**src/pst_regs.svh**
```systemverilog
// Register map, field positions, reset values and timing figures
`ifndef PST_REGS_SVH
`define PST_REGS_SVH
`define PST_CLK_HZ        25000000
`define PST_MS_PER_S      1000
`define PST_I2C_TO_S      8
`define PST_HRST_MS       500
`define PST_RETRY_MS      100
`define PST_REG_CNT       6
`define PST_ADDR_W        12
`define PST_OFS_CTRL      12'h000
`define PST_OFS_TURN_ON_DELAY_CODE     12'h004
`define PST_OFS_STAT      12'h008
`define PST_CTRL_SLEEP    0
`define PST_CTRL_HRST     1
`define PST_CTRL_OVSEL    2
`define PST_CTRL_PGTO     4
`define PST_CTRL_SEQ      8
`define PST_CTRL_RST      32'h0000_0004
`define PST_CTRL_MASK     32'h0000_0f35
`define PST_TURN_ON_DELAY_CODE_MASK    32'h0003_ffff
`define PST_STAT_REGEN    8
`define PST_STAT_TO       16
`define PST_STAT_RETRY    17
`define PST_STAT_PIN      18
`define PST_PGTO_0_MS     20
`define PST_PGTO_1_MS     40
`define PST_PGTO_2_MS     60
`define PST_PGTO_3_MS     100
`define PST_TURN_ON_DELAY_CODE_0_MS    0
`define PST_TURN_ON_DELAY_CODE_1_MS    1
`define PST_TURN_ON_DELAY_CODE_2_MS    2
`define PST_TURN_ON_DELAY_CODE_3_MS    4
`define PST_TURN_ON_DELAY_CODE_4_MS    8
`define PST_TURN_ON_DELAY_CODE_5_MS    16
`define PST_TURN_ON_DELAY_CODE_6_MS    32
`define PST_TURN_ON_DELAY_CODE_7_MS    64
`endif

```
**src/pst_pkg.sv**
```systemverilog
// Types shared by the sequencing supervisor
package pst_pkg;
  typedef enum logic [2:0] {
    ST_OFF   = 3'h0,
    ST_DELAY = 3'h1,
    ST_SEQ   = 3'h3,
    ST_ON    = 3'h2,
    ST_RESET = 3'h6,
    ST_RETRY = 3'h7,
    ST_DSLP  = 3'h5,
    ST_SLEEP = 3'h4
  } pst_state_t;
endpackage

```
**src/pst_seq_supervisor.sv**
```systemverilog
// Power sequencing and timing supervisor with APB register access
`timescale 1ns/1ps
`default_nettype none
`include "pst_regs.svh"
module pst_seq_supervisor #(
  parameter int unsigned MS_CYCLES = `PST_CLK_HZ / `PST_MS_PER_S,
  parameter int unsigned I2C_TO_MS = `PST_I2C_TO_S * `PST_MS_PER_S,
  parameter int unsigned HRST_MS   = `PST_HRST_MS
) (
  input  wire logic                      pclk,
  input  wire logic                      presetn,
  input  wire logic                      psel,
  input  wire logic                      penable,
  input  wire logic                      pwrite,
  input  wire logic [`PST_ADDR_W-1:0]    paddr,
  input  wire logic [31:0]               pwdata,
  output logic      [31:0]               prdata,
  output logic                           pready,
  output logic                           pslverr,
  input  wire logic                      analog_supply_uv_ok,
  input  wire logic                      analog_supply_ov,
  input  wire logic                      power_enable_pin,
  input  wire logic                      i2c_activity,
  input  wire logic [`PST_REG_CNT-1:0]   reg_pg,
  output logic      [`PST_REG_CNT-1:0]   reg_en,
  output logic                           internal_5v_rail_en,
  output logic                           ldo_en,
  output pst_pkg::pst_state_t            seq_state
);
  import pst_pkg::*;

  localparam logic [2:0] LAST_REG = 3'(`PST_REG_CNT - 1);

  pst_state_t        state_q, state_d;
  logic [31:0]       ctrl_q;
  logic [31:0]       turn_on_delay_code_q;
  logic              to_flag_q, retry_flag_q;
  logic [14:0]       tick_cnt_q;
  logic              tick_q;
  logic [15:0]       tmr_q;
  logic [15:0]       i2c_cnt_q;
  logic [2:0]        idx_q;
  logic              wait_pg_q;
  logic              pin_q;
  logic              step;
  logic              restart;
  logic [2:0]        code_w [`PST_REG_CNT];

  // Returns one-hot hit: [0] ctrl, [1] turn_on_delay_code, [2] status
  function automatic logic [2:0] decode(input logic [`PST_ADDR_W-1:0] a);
    decode = {a == `PST_OFS_STAT, a == `PST_OFS_TURN_ON_DELAY_CODE, a == `PST_OFS_CTRL};
  endfunction

  function automatic logic [15:0] turn_on_delay_code_ms(input logic [2:0] c);
    unique case (c)
      3'h0: turn_on_delay_code_ms = 16'(`PST_TURN_ON_DELAY_CODE_0_MS);
      3'h1: turn_on_delay_code_ms = 16'(`PST_TURN_ON_DELAY_CODE_1_MS);
      3'h2: turn_on_delay_code_ms = 16'(`PST_TURN_ON_DELAY_CODE_2_MS);
      3'h3: turn_on_delay_code_ms = 16'(`PST_TURN_ON_DELAY_CODE_3_MS);
      3'h4: turn_on_delay_code_ms = 16'(`PST_TURN_ON_DELAY_CODE_4_MS);
      3'h5: turn_on_delay_code_ms = 16'(`PST_TURN_ON_DELAY_CODE_5_MS);
      3'h6: turn_on_delay_code_ms = 16'(`PST_TURN_ON_DELAY_CODE_6_MS);
      3'h7: turn_on_delay_code_ms = 16'(`PST_TURN_ON_DELAY_CODE_7_MS);
    endcase
  endfunction

  function automatic logic [15:0] pgto_ms(input logic [1:0] s);
    unique case (s)
      2'h0: pgto_ms = 16'(`PST_PGTO_0_MS);
      2'h1: pgto_ms = 16'(`PST_PGTO_1_MS);
      2'h2: pgto_ms = 16'(`PST_PGTO_2_MS);
      2'h3: pgto_ms = 16'(`PST_PGTO_3_MS);
    endcase
  endfunction

  for (genvar g = 0; g < `PST_REG_CNT; g++) begin : g_code
    assign code_w[g] = turn_on_delay_code_q[3*g +: 3];
  end

  // APB handshake: zero wait states, answer in the first access cycle
  logic       setup;
  logic       wr;
  logic [2:0] hit;
  assign setup = psel & ~penable;
  assign wr    = psel & penable & pwrite & pready;
  assign hit   = decode(paddr);

  logic hrst_req;
  assign hrst_req = wr & hit[0] & pwdata[`PST_CTRL_HRST];

  always_ff @(posedge pclk or negedge presetn) begin
    if (!presetn) begin
      pready  <= 1'b0;
      pslverr <= 1'b0;
      prdata  <= 32'h0000_0000;
    end else begin
      pready  <= setup;
      pslverr <= setup & ~|hit;
      if (setup) begin
        prdata <= 32'h0000_0000;
        if (!pwrite) begin
          unique case (1'b1)
            hit[0]:  prdata <= ctrl_q;
            hit[1]:  prdata <= turn_on_delay_code_q;
            hit[2]:  prdata <= {13'h0000, pin_q, retry_flag_q, to_flag_q,
                                2'h0, reg_en, 5'h00, state_q};
            default: prdata <= 32'h0000_0000;
          endcase
        end
      end
    end
  end

  // Hard reset bit is a write strobe and never stored
  always_ff @(posedge pclk or negedge presetn) begin
    if (!presetn) begin
      ctrl_q  <= `PST_CTRL_RST;
      turn_on_delay_code_q <= 32'h0000_0000;
    end else if (wr) begin
      if (hit[0]) ctrl_q  <= pwdata & `PST_CTRL_MASK;
      if (hit[1]) turn_on_delay_code_q <= pwdata & `PST_TURN_ON_DELAY_CODE_MASK;
    end
  end

  // Millisecond time base
  always_ff @(posedge pclk or negedge presetn) begin
    if (!presetn) begin
      tick_cnt_q <= 15'h0000;
      tick_q     <= 1'b0;
    end else begin
      tick_q     <= tick_cnt_q == 15'(MS_CYCLES - 1);
      tick_cnt_q <= (tick_cnt_q == 15'(MS_CYCLES - 1)) ? 15'h0000 : tick_cnt_q + 15'h0001;
    end
  end

  // Bus inactivity; a timeout set wins over a same-cycle clear
  always_ff @(posedge pclk or negedge presetn) begin
    if (!presetn) begin
      i2c_cnt_q <= 16'h0000;
      to_flag_q <= 1'b0;
    end else begin
      if (i2c_activity)
        i2c_cnt_q <= 16'h0000;
      else if (tick_q && i2c_cnt_q != 16'(I2C_TO_MS))
        i2c_cnt_q <= i2c_cnt_q + 16'h0001;
      if (!i2c_activity && tick_q && i2c_cnt_q == 16'(I2C_TO_MS - 1))
        to_flag_q <= 1'b1;
      else if (wr && hit[2] && pwdata[`PST_STAT_TO])
        to_flag_q <= 1'b0;
    end
  end

  always_ff @(posedge pclk or negedge presetn) begin
    if (!presetn) retry_flag_q <= 1'b0;
    else if (state_d == ST_RETRY && state_q != ST_RETRY) retry_flag_q <= 1'b1;
    else if (wr && hit[2] && pwdata[`PST_STAT_RETRY]) retry_flag_q <= 1'b0;
  end

  logic active;
  assign active = state_q == ST_DELAY || state_q == ST_SEQ || state_q == ST_ON;

  always_comb begin
    state_d = state_q;
    step    = 1'b0;
    if (!analog_supply_uv_ok)
      state_d = ST_OFF;
    else if (analog_supply_ov)
      state_d = ST_RESET;
    else if (hrst_req)
      state_d = ST_RESET;
    else if (active && ctrl_q[`PST_CTRL_SLEEP])
      state_d = ST_SLEEP;
    else if (active && !power_enable_pin)
      state_d = ST_DSLP;
    else begin
      unique case (state_q)
        ST_OFF: begin
          if (ctrl_q[`PST_CTRL_SLEEP]) state_d = ST_SLEEP;
          else if (!power_enable_pin) state_d = ST_DSLP;
          else state_d = ST_DELAY;
        end
        ST_DSLP:  if (power_enable_pin && !pin_q) state_d = ST_DELAY;
        ST_SLEEP: if (!ctrl_q[`PST_CTRL_SLEEP]) state_d = ST_DELAY;
        ST_DELAY: if (tmr_q >= 16'(ctrl_q[`PST_CTRL_SEQ +: 4])) state_d = ST_SEQ;
        ST_SEQ: begin
          if (!wait_pg_q) begin
            if (tmr_q >= turn_on_delay_code_ms(code_w[idx_q])) step = 1'b1;
          end else if (reg_pg[idx_q]) begin
            step = 1'b1;
            if (idx_q == LAST_REG) state_d = ST_ON;
          end else if (tmr_q >= pgto_ms(ctrl_q[`PST_CTRL_PGTO +: 2])) begin
            state_d = ST_RETRY;
          end
        end
        ST_ON:    state_d = ST_ON;
        ST_RESET: if (tmr_q >= 16'(HRST_MS)) state_d = ST_OFF;
        ST_RETRY: if (tmr_q >= 16'(`PST_RETRY_MS)) state_d = ST_OFF;
      endcase
    end
  end

  // Overvoltage keeps the reset timer from running out
  assign restart = (state_d != state_q) | step | analog_supply_ov;

  always_ff @(posedge pclk or negedge presetn) begin
    if (!presetn) begin
      state_q <= ST_OFF;
      tmr_q   <= 16'h0000;
      pin_q   <= 1'b0;
    end else begin
      state_q <= state_d;
      pin_q   <= power_enable_pin;
      if (restart) tmr_q <= 16'h0000;
      else if (tick_q && tmr_q != 16'hffff) tmr_q <= tmr_q + 16'h0001;
    end
  end

  // Regulator walk: delay, enable, then wait for power good
  always_ff @(posedge pclk or negedge presetn) begin
    if (!presetn) begin
      idx_q     <= 3'h0;
      wait_pg_q <= 1'b0;
      reg_en    <= '0;
    end else if (state_d != ST_SEQ && state_d != ST_ON) begin
      idx_q     <= 3'h0;
      wait_pg_q <= 1'b0;
      reg_en    <= '0;
    end else if (step) begin
      if (!wait_pg_q) begin
        reg_en[idx_q] <= 1'b1;
        wait_pg_q     <= 1'b1;
      end else begin
        wait_pg_q <= 1'b0;
        if (idx_q != LAST_REG) idx_q <= idx_q + 3'h1;
      end
    end
  end

  // Housekeeping supply stays up through an input overvoltage
  always_ff @(posedge pclk or negedge presetn) begin
    if (!presetn) begin
      internal_5v_rail_en <= 1'b1;
      ldo_en              <= 1'b0;
    end else begin
      internal_5v_rail_en <= !(analog_supply_ov && !ctrl_q[`PST_CTRL_OVSEL]);
      ldo_en              <= analog_supply_ov && !ctrl_q[`PST_CTRL_OVSEL];
    end
  end

  assign seq_state = state_q;

endmodule // pst_seq_supervisor
`default_nettype wire

```
**config.mk**
```make
export PLATFORM = sky130hd
export DESIGN_NAME = pst_seq_supervisor
export DESIGN_NICKNAME = d
export VERILOG_FILES = /design/src/pst_pkg.sv /design/src/pst_seq_supervisor.sv
export VERILOG_INCLUDE_DIRS = /design/src /design/src/src
export SDC_FILE = /design/constraint.sdc
export NUM_CORES = 1
export LEC_CHECK = 0
export BUFFER_PORTS_ARGS = -buffer_cell sky130_fd_sc_hd__clkbuf_2
export CORE_ASPECT_RATIO = 1.2
export CORE_UTILIZATION = 40
export CTS_CLUSTER_SIZE = 24
export DETAILED_ROUTE_END_ITERATION = 10
export HOLD_SLACK_MARGIN = 0.05
export SLEW_MARGIN = 5
export SYNTH_ARGS = -nofsm -noshare
export SYNTH_HDL_FRONTEND = slang
export SYNTH_SLANG_ARGS = --single-unit
```
**constraint.sdc**
```tcl
create_clock -name pclk -period 3.65 [get_ports pclk]
set_input_delay 0.365 -clock pclk [delete_from_list [all_inputs] [get_ports pclk]]
set_output_delay 0.365 -clock pclk [all_outputs]
set_load 0.01 [all_outputs]
```
* Word-level counts from Yosys, hierarchy flattened
Memories as Yosys holds them, arrays and structs flattened. Index checks and enable logic that the tools add are counted. Widths: inputs -> output; s select.
Storage, ports and cells: memories 1, ROM bits 56, flip-flop bits (word level) 126
Memories:
- (name not given) | depth 8, bits a word 7, read ports 1, clocked after memory_dff 0, write ports 0, line pst_seq_supervisor.sv:55 | unique case (c)
Cells by class: multiplexer cells 70, equal/unequal tests 24, order comparisons 8, $add $sub $neg 4, reductions and logical operators 37, bitwise logic cells 12
Operator list (number):
- $mux 16 | 19
- $mux 3 | 22
- $pmux 16 s4 | 1
- $pmux 19 s3 | 1
- $add 16x1->16 const B | 2
- $ge 16x16->1 | 2
- $mux 32 | 1
- $pmux 3 s8 | 1
- $eq 3x3->1 const B | 6
- $mux 1 | 18
- $mux 6 | 3
- $eq 16x13->1 const B | 1
- $ge 16x4->1 | 1
- $ge 16x7->1 const B | 1
- $ge 16x9->1 const B | 1
- $ne 16x13->1 const B | 1
- $ne 16x16->1 const B | 1
- $add 15x1->15 const B | 1
- $eq 15x15->1 const B | 1
- $mux 15 | 1
- $logic_and 1x1->1 | 14
- $reduce_bool 2->1 | 7
- $eq 12x3->1 const B | 1
- $eq 12x4->1 const B | 1
- other kinds (28) | 47

* Logic depth before layout (Yosys ltp)
word-level depth 24, mapped depth 15, mapped depth without buffers 13

* Worst setup path after synthesis
OpenSTA, ideal clock, no wires.
path kind register to register, start register idx_q[0], end register tmr_q[0], period minus slack after synthesis 3.552 ns, data arrival time 3.466 ns, library setup time 0.086 ns, setup slack 0.098 ns, cell stages (with the launch flop) 15, data required time 3.564 ns, cells stage by stage dfrtp_1 > clkbuf_1 > clkbuf_1 > mux4_2 > mux2_2 > nor3_1 > ha_1 > nand2b_1 > a21o_1 > a211oi_1 > o21ai_0 > nand2_1 > o2111ai_2 > buf_2 > nor3_1
Between the ends: longest elaborated chain between the ends 24, elaborated cells on any way between the ends 39
Ends and longest elaborated chain:
- start: declaration | line pst_seq_supervisor.sv:42 | logic [2:0] idx_q;
- start signal: assignment | line pst_seq_supervisor.sv:234 | if (idx_q != LAST_REG) idx_q <= idx_q + 3'h1;
- $not 3->4 (implied by the code) | line pst_seq_supervisor.sv:187 | if (tmr_q >= turn_on_delay_code_ms(code_w[idx_q])) step = 1'b1;
- $bmux 3 s3 | line pst_seq_supervisor.sv:187
- $mux 3 (implied by the code) (2 in series) | line pst_seq_supervisor.sv:187
- $mem_v2 8x7
- $mux 16 | line pst_seq_supervisor.sv:186 | if (!wait_pg_q) begin
- $mux 16 | line pst_seq_supervisor.sv:176 | unique case (state_q)
- $mux 16 | line pst_seq_supervisor.sv:173 | else if (active && !power_enable_pin)
- $mux 16 | line pst_seq_supervisor.sv:171 | else if (active && ctrl_q[`PST_CTRL_SLEEP])
- (+6 left out)
- $mux 1 | line pst_seq_supervisor.sv:176
- $mux 1 | line pst_seq_supervisor.sv:173
- $mux 1 | line pst_seq_supervisor.sv:171
- $mux 1 | line pst_seq_supervisor.sv:169 | else if (hrst_req)
- $mux 1 | line pst_seq_supervisor.sv:167 | else if (analog_supply_ov)
- $mux 1 | line pst_seq_supervisor.sv:165 | if (!analog_supply_uv_ok)
- $or 1x1->1 * (2 in series) | line pst_seq_supervisor.sv:203 | assign restart = (state_d != state_q) | step | analog_supply_ov;
- $mux 16 or $reduce_bool 2->1 (tied branches)
- end signal: assignment | line pst_seq_supervisor.sv:214 | else if (tick_q && tmr_q != 16'hffff) tmr_q <= tmr_q + 16'h0001;
- end: declaration | line pst_seq_supervisor.sv:40 | logic [15:0] tmr_q;
Every way passes the cells marked *; elsewhere a longest branch is shown, timed or not. The select of a mux whose other input is x is not followed. A chain may end at the register's enable or synchronous reset.

* Final worst setup path
start register idx_q[1], end register tmr_q[8]
The elaborated chain is that of the path after synthesis.

==> flow_summary.json <==
{
  "grt_pass1_vias": 5016,
  "drv_slew": 0,
  "static-leakage-power_nw": 3.36,
  "cts.path.max_buffers": 2,
  "ys_types": 67,
  "drive_gt1_share_pct": 20.7,
  "fill_cells": 1439,
  "async_flop_share_pct": 100,
  "drtIter0Drc": 300,
  "die_area_um2": 16200,
  "cp_cell_sequence": "mux2i_1 > nor2_1 > a31oi_1 > o22a_1 > and2_1 > nand2_1 > ha_1 > a21o_1 > a2111oi_0 > o21ai_0 > nand2_1 > o2111ai_2 > buf_4 > nor3_1",
  "slew_headroom_pct": 32.5,
  "min_period_ns": 3.33,
  "p_per_area_nw_per_um2": 405,
  "wire_per_inst_um": 16.3,
  "required_ns": 3.97,
  "htreeDepth": 4,
  "synth.largest_area_cell": "dfrtp_1",
  "pwr-share-seq_pct": 42.6,
  "avgSynthCellArea_um2": 9.77,
  "grt_use_total_pct": 20.0,
  "grt_max_degree": 50,
  "num_io_pins": 104,
  "ant_nets": 0,
  "grt_overflow": 0,
  "place_inst": 904,
  "synthTopCellsByCount": "dfrtp_1, nor2_1, nand2_1, o21ai_0, xor2_1",
  "start_util_pct": 41.5,
  "critPathBufInv": 1,
  "cp.depth": 14,
  "hold_viol_final": 0,
  "synth-seq-area-share_pct": 45.0,
  "root_buffer": "clkbuf_16",
  "post-place-ws_ns": 0.277,
  "crit_top_cell": "nand2_1",
  "ys_seq_elements": 113,
  "dp_hpwl_um": 11400,
  "area_growth_pct": 17.4,
  "fin_skew_ns": 0.0140,
  "num_vias": 4946,
  "setup_ws_ns": 0.325,
  "worst_pin_slew_ns": 1.00,
  "syn_inst": 643,
  "std_cell_rows": 49,
  "yosysWarnings": 0,
  "start_kind": "register",
  "cp_max_fo": 16,
  "clk_pin_slew_ns": 0.06,
  "holdPathStages": 1,
  "routed_via_density": 5.28,
  "cts_tree": "yes",
  "maxCapViolations": 0,
  "fin_nets": 806,
  "p_int_mw": 2.25,
  "status": "finished clean",
  "route.detailed.drc": 0,
  "synth_top_area_share_pct": 44.2,
  "port_buffers": 76,
  "switching_share_pct": 24.7,
  "clock_latency_ns": 0.42,
  "r2r.worst_path.cells": 14,
  "fmax_ghz": 0.301,
  "max_stage_delay_ns": 0.63,
  "finalSetupViolCount": 0,
  "synth_edf_count": 0,
  "antenna_found_initial": 0,
  "pwr-share-comb_pct": 4.6,
  "path_class": "register to register",
  "cp.arrival_ns": 3.64,
  "ys.flop_type": "dfrtp_1",
  "post-route-period-util_pct": 91.1,
  "netlist_area_um2": 6280,
  "grt_pass1_wl_um": 24900,
  "cts_buffers": 17,
  "post_cts_buffers": 0,
  "vdd_drop_max_v": 0.000249,
  "die_h_um": 139,
  "fin_setup_tns_ns": 0,
  "hp-class": "input pin to register",
  "crit_path_top_delay_cell": "dfrtp_1",
  "cp_top_family": "compound AO/OA/AOI/OAI gates",
  "p_total_mw": 2.99,
  "first_pass_iters": 4,
  "drt-total-wl_um": 15300,
  "net-switching-power_uw": 737,
  "num_antenna_cells": 0,
  "fin_cells": 937,
  "worst_setup_path_end_kind": "register",
  "core-area_um2": 15100,
  "place.gp.congestion": 0.873,
  "numClockSinks": 113,
  "yosysMostFrequentCell": "dfrtp_1",
  "rsz0062_at_grt": "false",
  "ys_top_cells_by_area": "dfrtp_1, ha_1, xor2_1, nor2_1, nand2_1",
  "die_width_um": 116,
  "clkPwrFrac_pct": 52.8
}
-- per-stage QoR --
stage               hold WS, ns  instance area (um^2)  utilization, %
floorplan                0.0694                  6330               -
global placement          0.412                  6810            45.0
detailed placement        0.416                  6810            45.0
CTS                       0.100                  7380            48.7
global route              0.117                  7380            48.7
finish                    0.122                  7380            48.7
-- placed cells by master (no fill, tap or decap), types with 4 or more instances in the layout --
cell type     n
nand2b_1      7
nand2_1      63
ha_1         27
or4_1         4
inv_1        27
conb_1       13
nor4_1        8
nor2b_1       7
inv_6         4
a211oi_1      4
xnor2_1      16
a21oi_1      19
clkbuf_2     75
a31oi_1       4
and2_1        7
xor2_1       29
clkinvlp_4    4
and3_1        8
buf_4        10
dfrtp_1     110
mux2_2       13
clkbuf_16    17
nor3_1       27
a22oi_1       7
mux2_4       10
nand3_1      27
nand4_1      13
mux2i_1      16
o21ai_0      30
nor2_1       64
-- power by group through the flow --
stage / Sequential (mW) / Combinational, mW / Clock, mW
3_5_place_dp: 1.29 / 0.138 / 0
4_1_cts: 1.27 / 0.140 / 1.61
3_3_place_gp: 1.29 / 0.135 / 0
6_report: 1.27 / 0.137 / 1.58
5_1_grt: 1.27 / 0.155 / 1.67
2_1_floorplan: 1.29 / 0.0762 / 0
-- path summary, 6_finish.rpt --
| path | start | to | slack (ns) |
|---|---|---|---|
| worst min register to register | tick_cnt_q[0]$_DFF_PN0_ | tick_cnt_q[0]$_DFF_PN0_ | 0.47 |
| worst min-delay path | power_enable_pin | pin_q$_DFF_PN0_ | 0.12 |
| max in group asynchronous | presetn | tick_q$_DFF_PN0_ | 2.16 |
| min in group asynchronous | presetn | prdata[4]$_DFFE_PN0P_ | 0.52 |
| worst max-delay path | idx_q[1]$_DFFE_PN0P_ | tmr_q[8]$_DFFE_PN0P_ | 0.32 |
| worst max register to register | idx_q[1]$_DFFE_PN0P_ | tmr_q[8]$_DFFE_PN0P_ | 0.32 |
-- logic make-up (layout without fill, tap and decap cells) --
group / Yosys count / in the layout / share of synthesized area (%)
buffers and inverters: 67 / 145 / 5.22
AO/OA/AOI/OAI: 96 / 96 / 10.1
adder cells (fa/ha/maj): 27 / 27 / 5.38
XOR/XNOR: 45 / 45 / 6.27
multiplexers: 41 / 41 / 7.98
AND/OR/NAND/NOR: 253 / 253 / 19.9
flip-flops: 113 / 113 / 45.0
other: 1 / 13 / 0.0597
-- registers in the layout, indices dropped and copies added, names as in the netlist --
register              flops
prdata                   19
turn_on_delay_code_q     18
i2c_cnt_q                16
tmr_q                    16
tick_cnt_q               15
ctrl_q                    8
reg_en                    6
idx_q                     3
seq_state                 3
internal_5v_rail_en       1
ldo_en                    1
pin_q                     1
pready                    1
pslverr                   1
retry_flag_q              1
tick_q                    1
to_flag_q                 1
wait_pg_q                 1
-- per-layer routing --
metal	global-route usage (%)	vias up	part of all wire, %
met5	0	-	0
met4	8.57	0	2.8
met3	4.88	29	4.8
met2	34.3	142	50
met1	23.3	2373	42
li1	-	2402	-
-- area by class of cell --
| cell class | count | area [um^2] | area share (%) |
|---|---|---|---|
| Clock buffer | 18 | 429 | 5.82 |
| Clock inverter | 14 | 131 | 1.78 |
| Inverter | 27 | 101 | 1.37 |
| Multi-Input combinational cell | 475 | 3170 | 43.0 |
| Sequential cell | 113 | 2830 | 38.4 |
| Tap cell | 204 | 255 | 3.46 |
| Timing Repair Buffer | 86 | 460 | 6.24 |
-- what timing repair did --
action	CTS	global route
setup endpoints to repair	0	12
resized for setup	0	1
hold endpoints to repair	46	0
hold buffers	1	0
No activity file was read; power rests on OpenSTA's default activity.
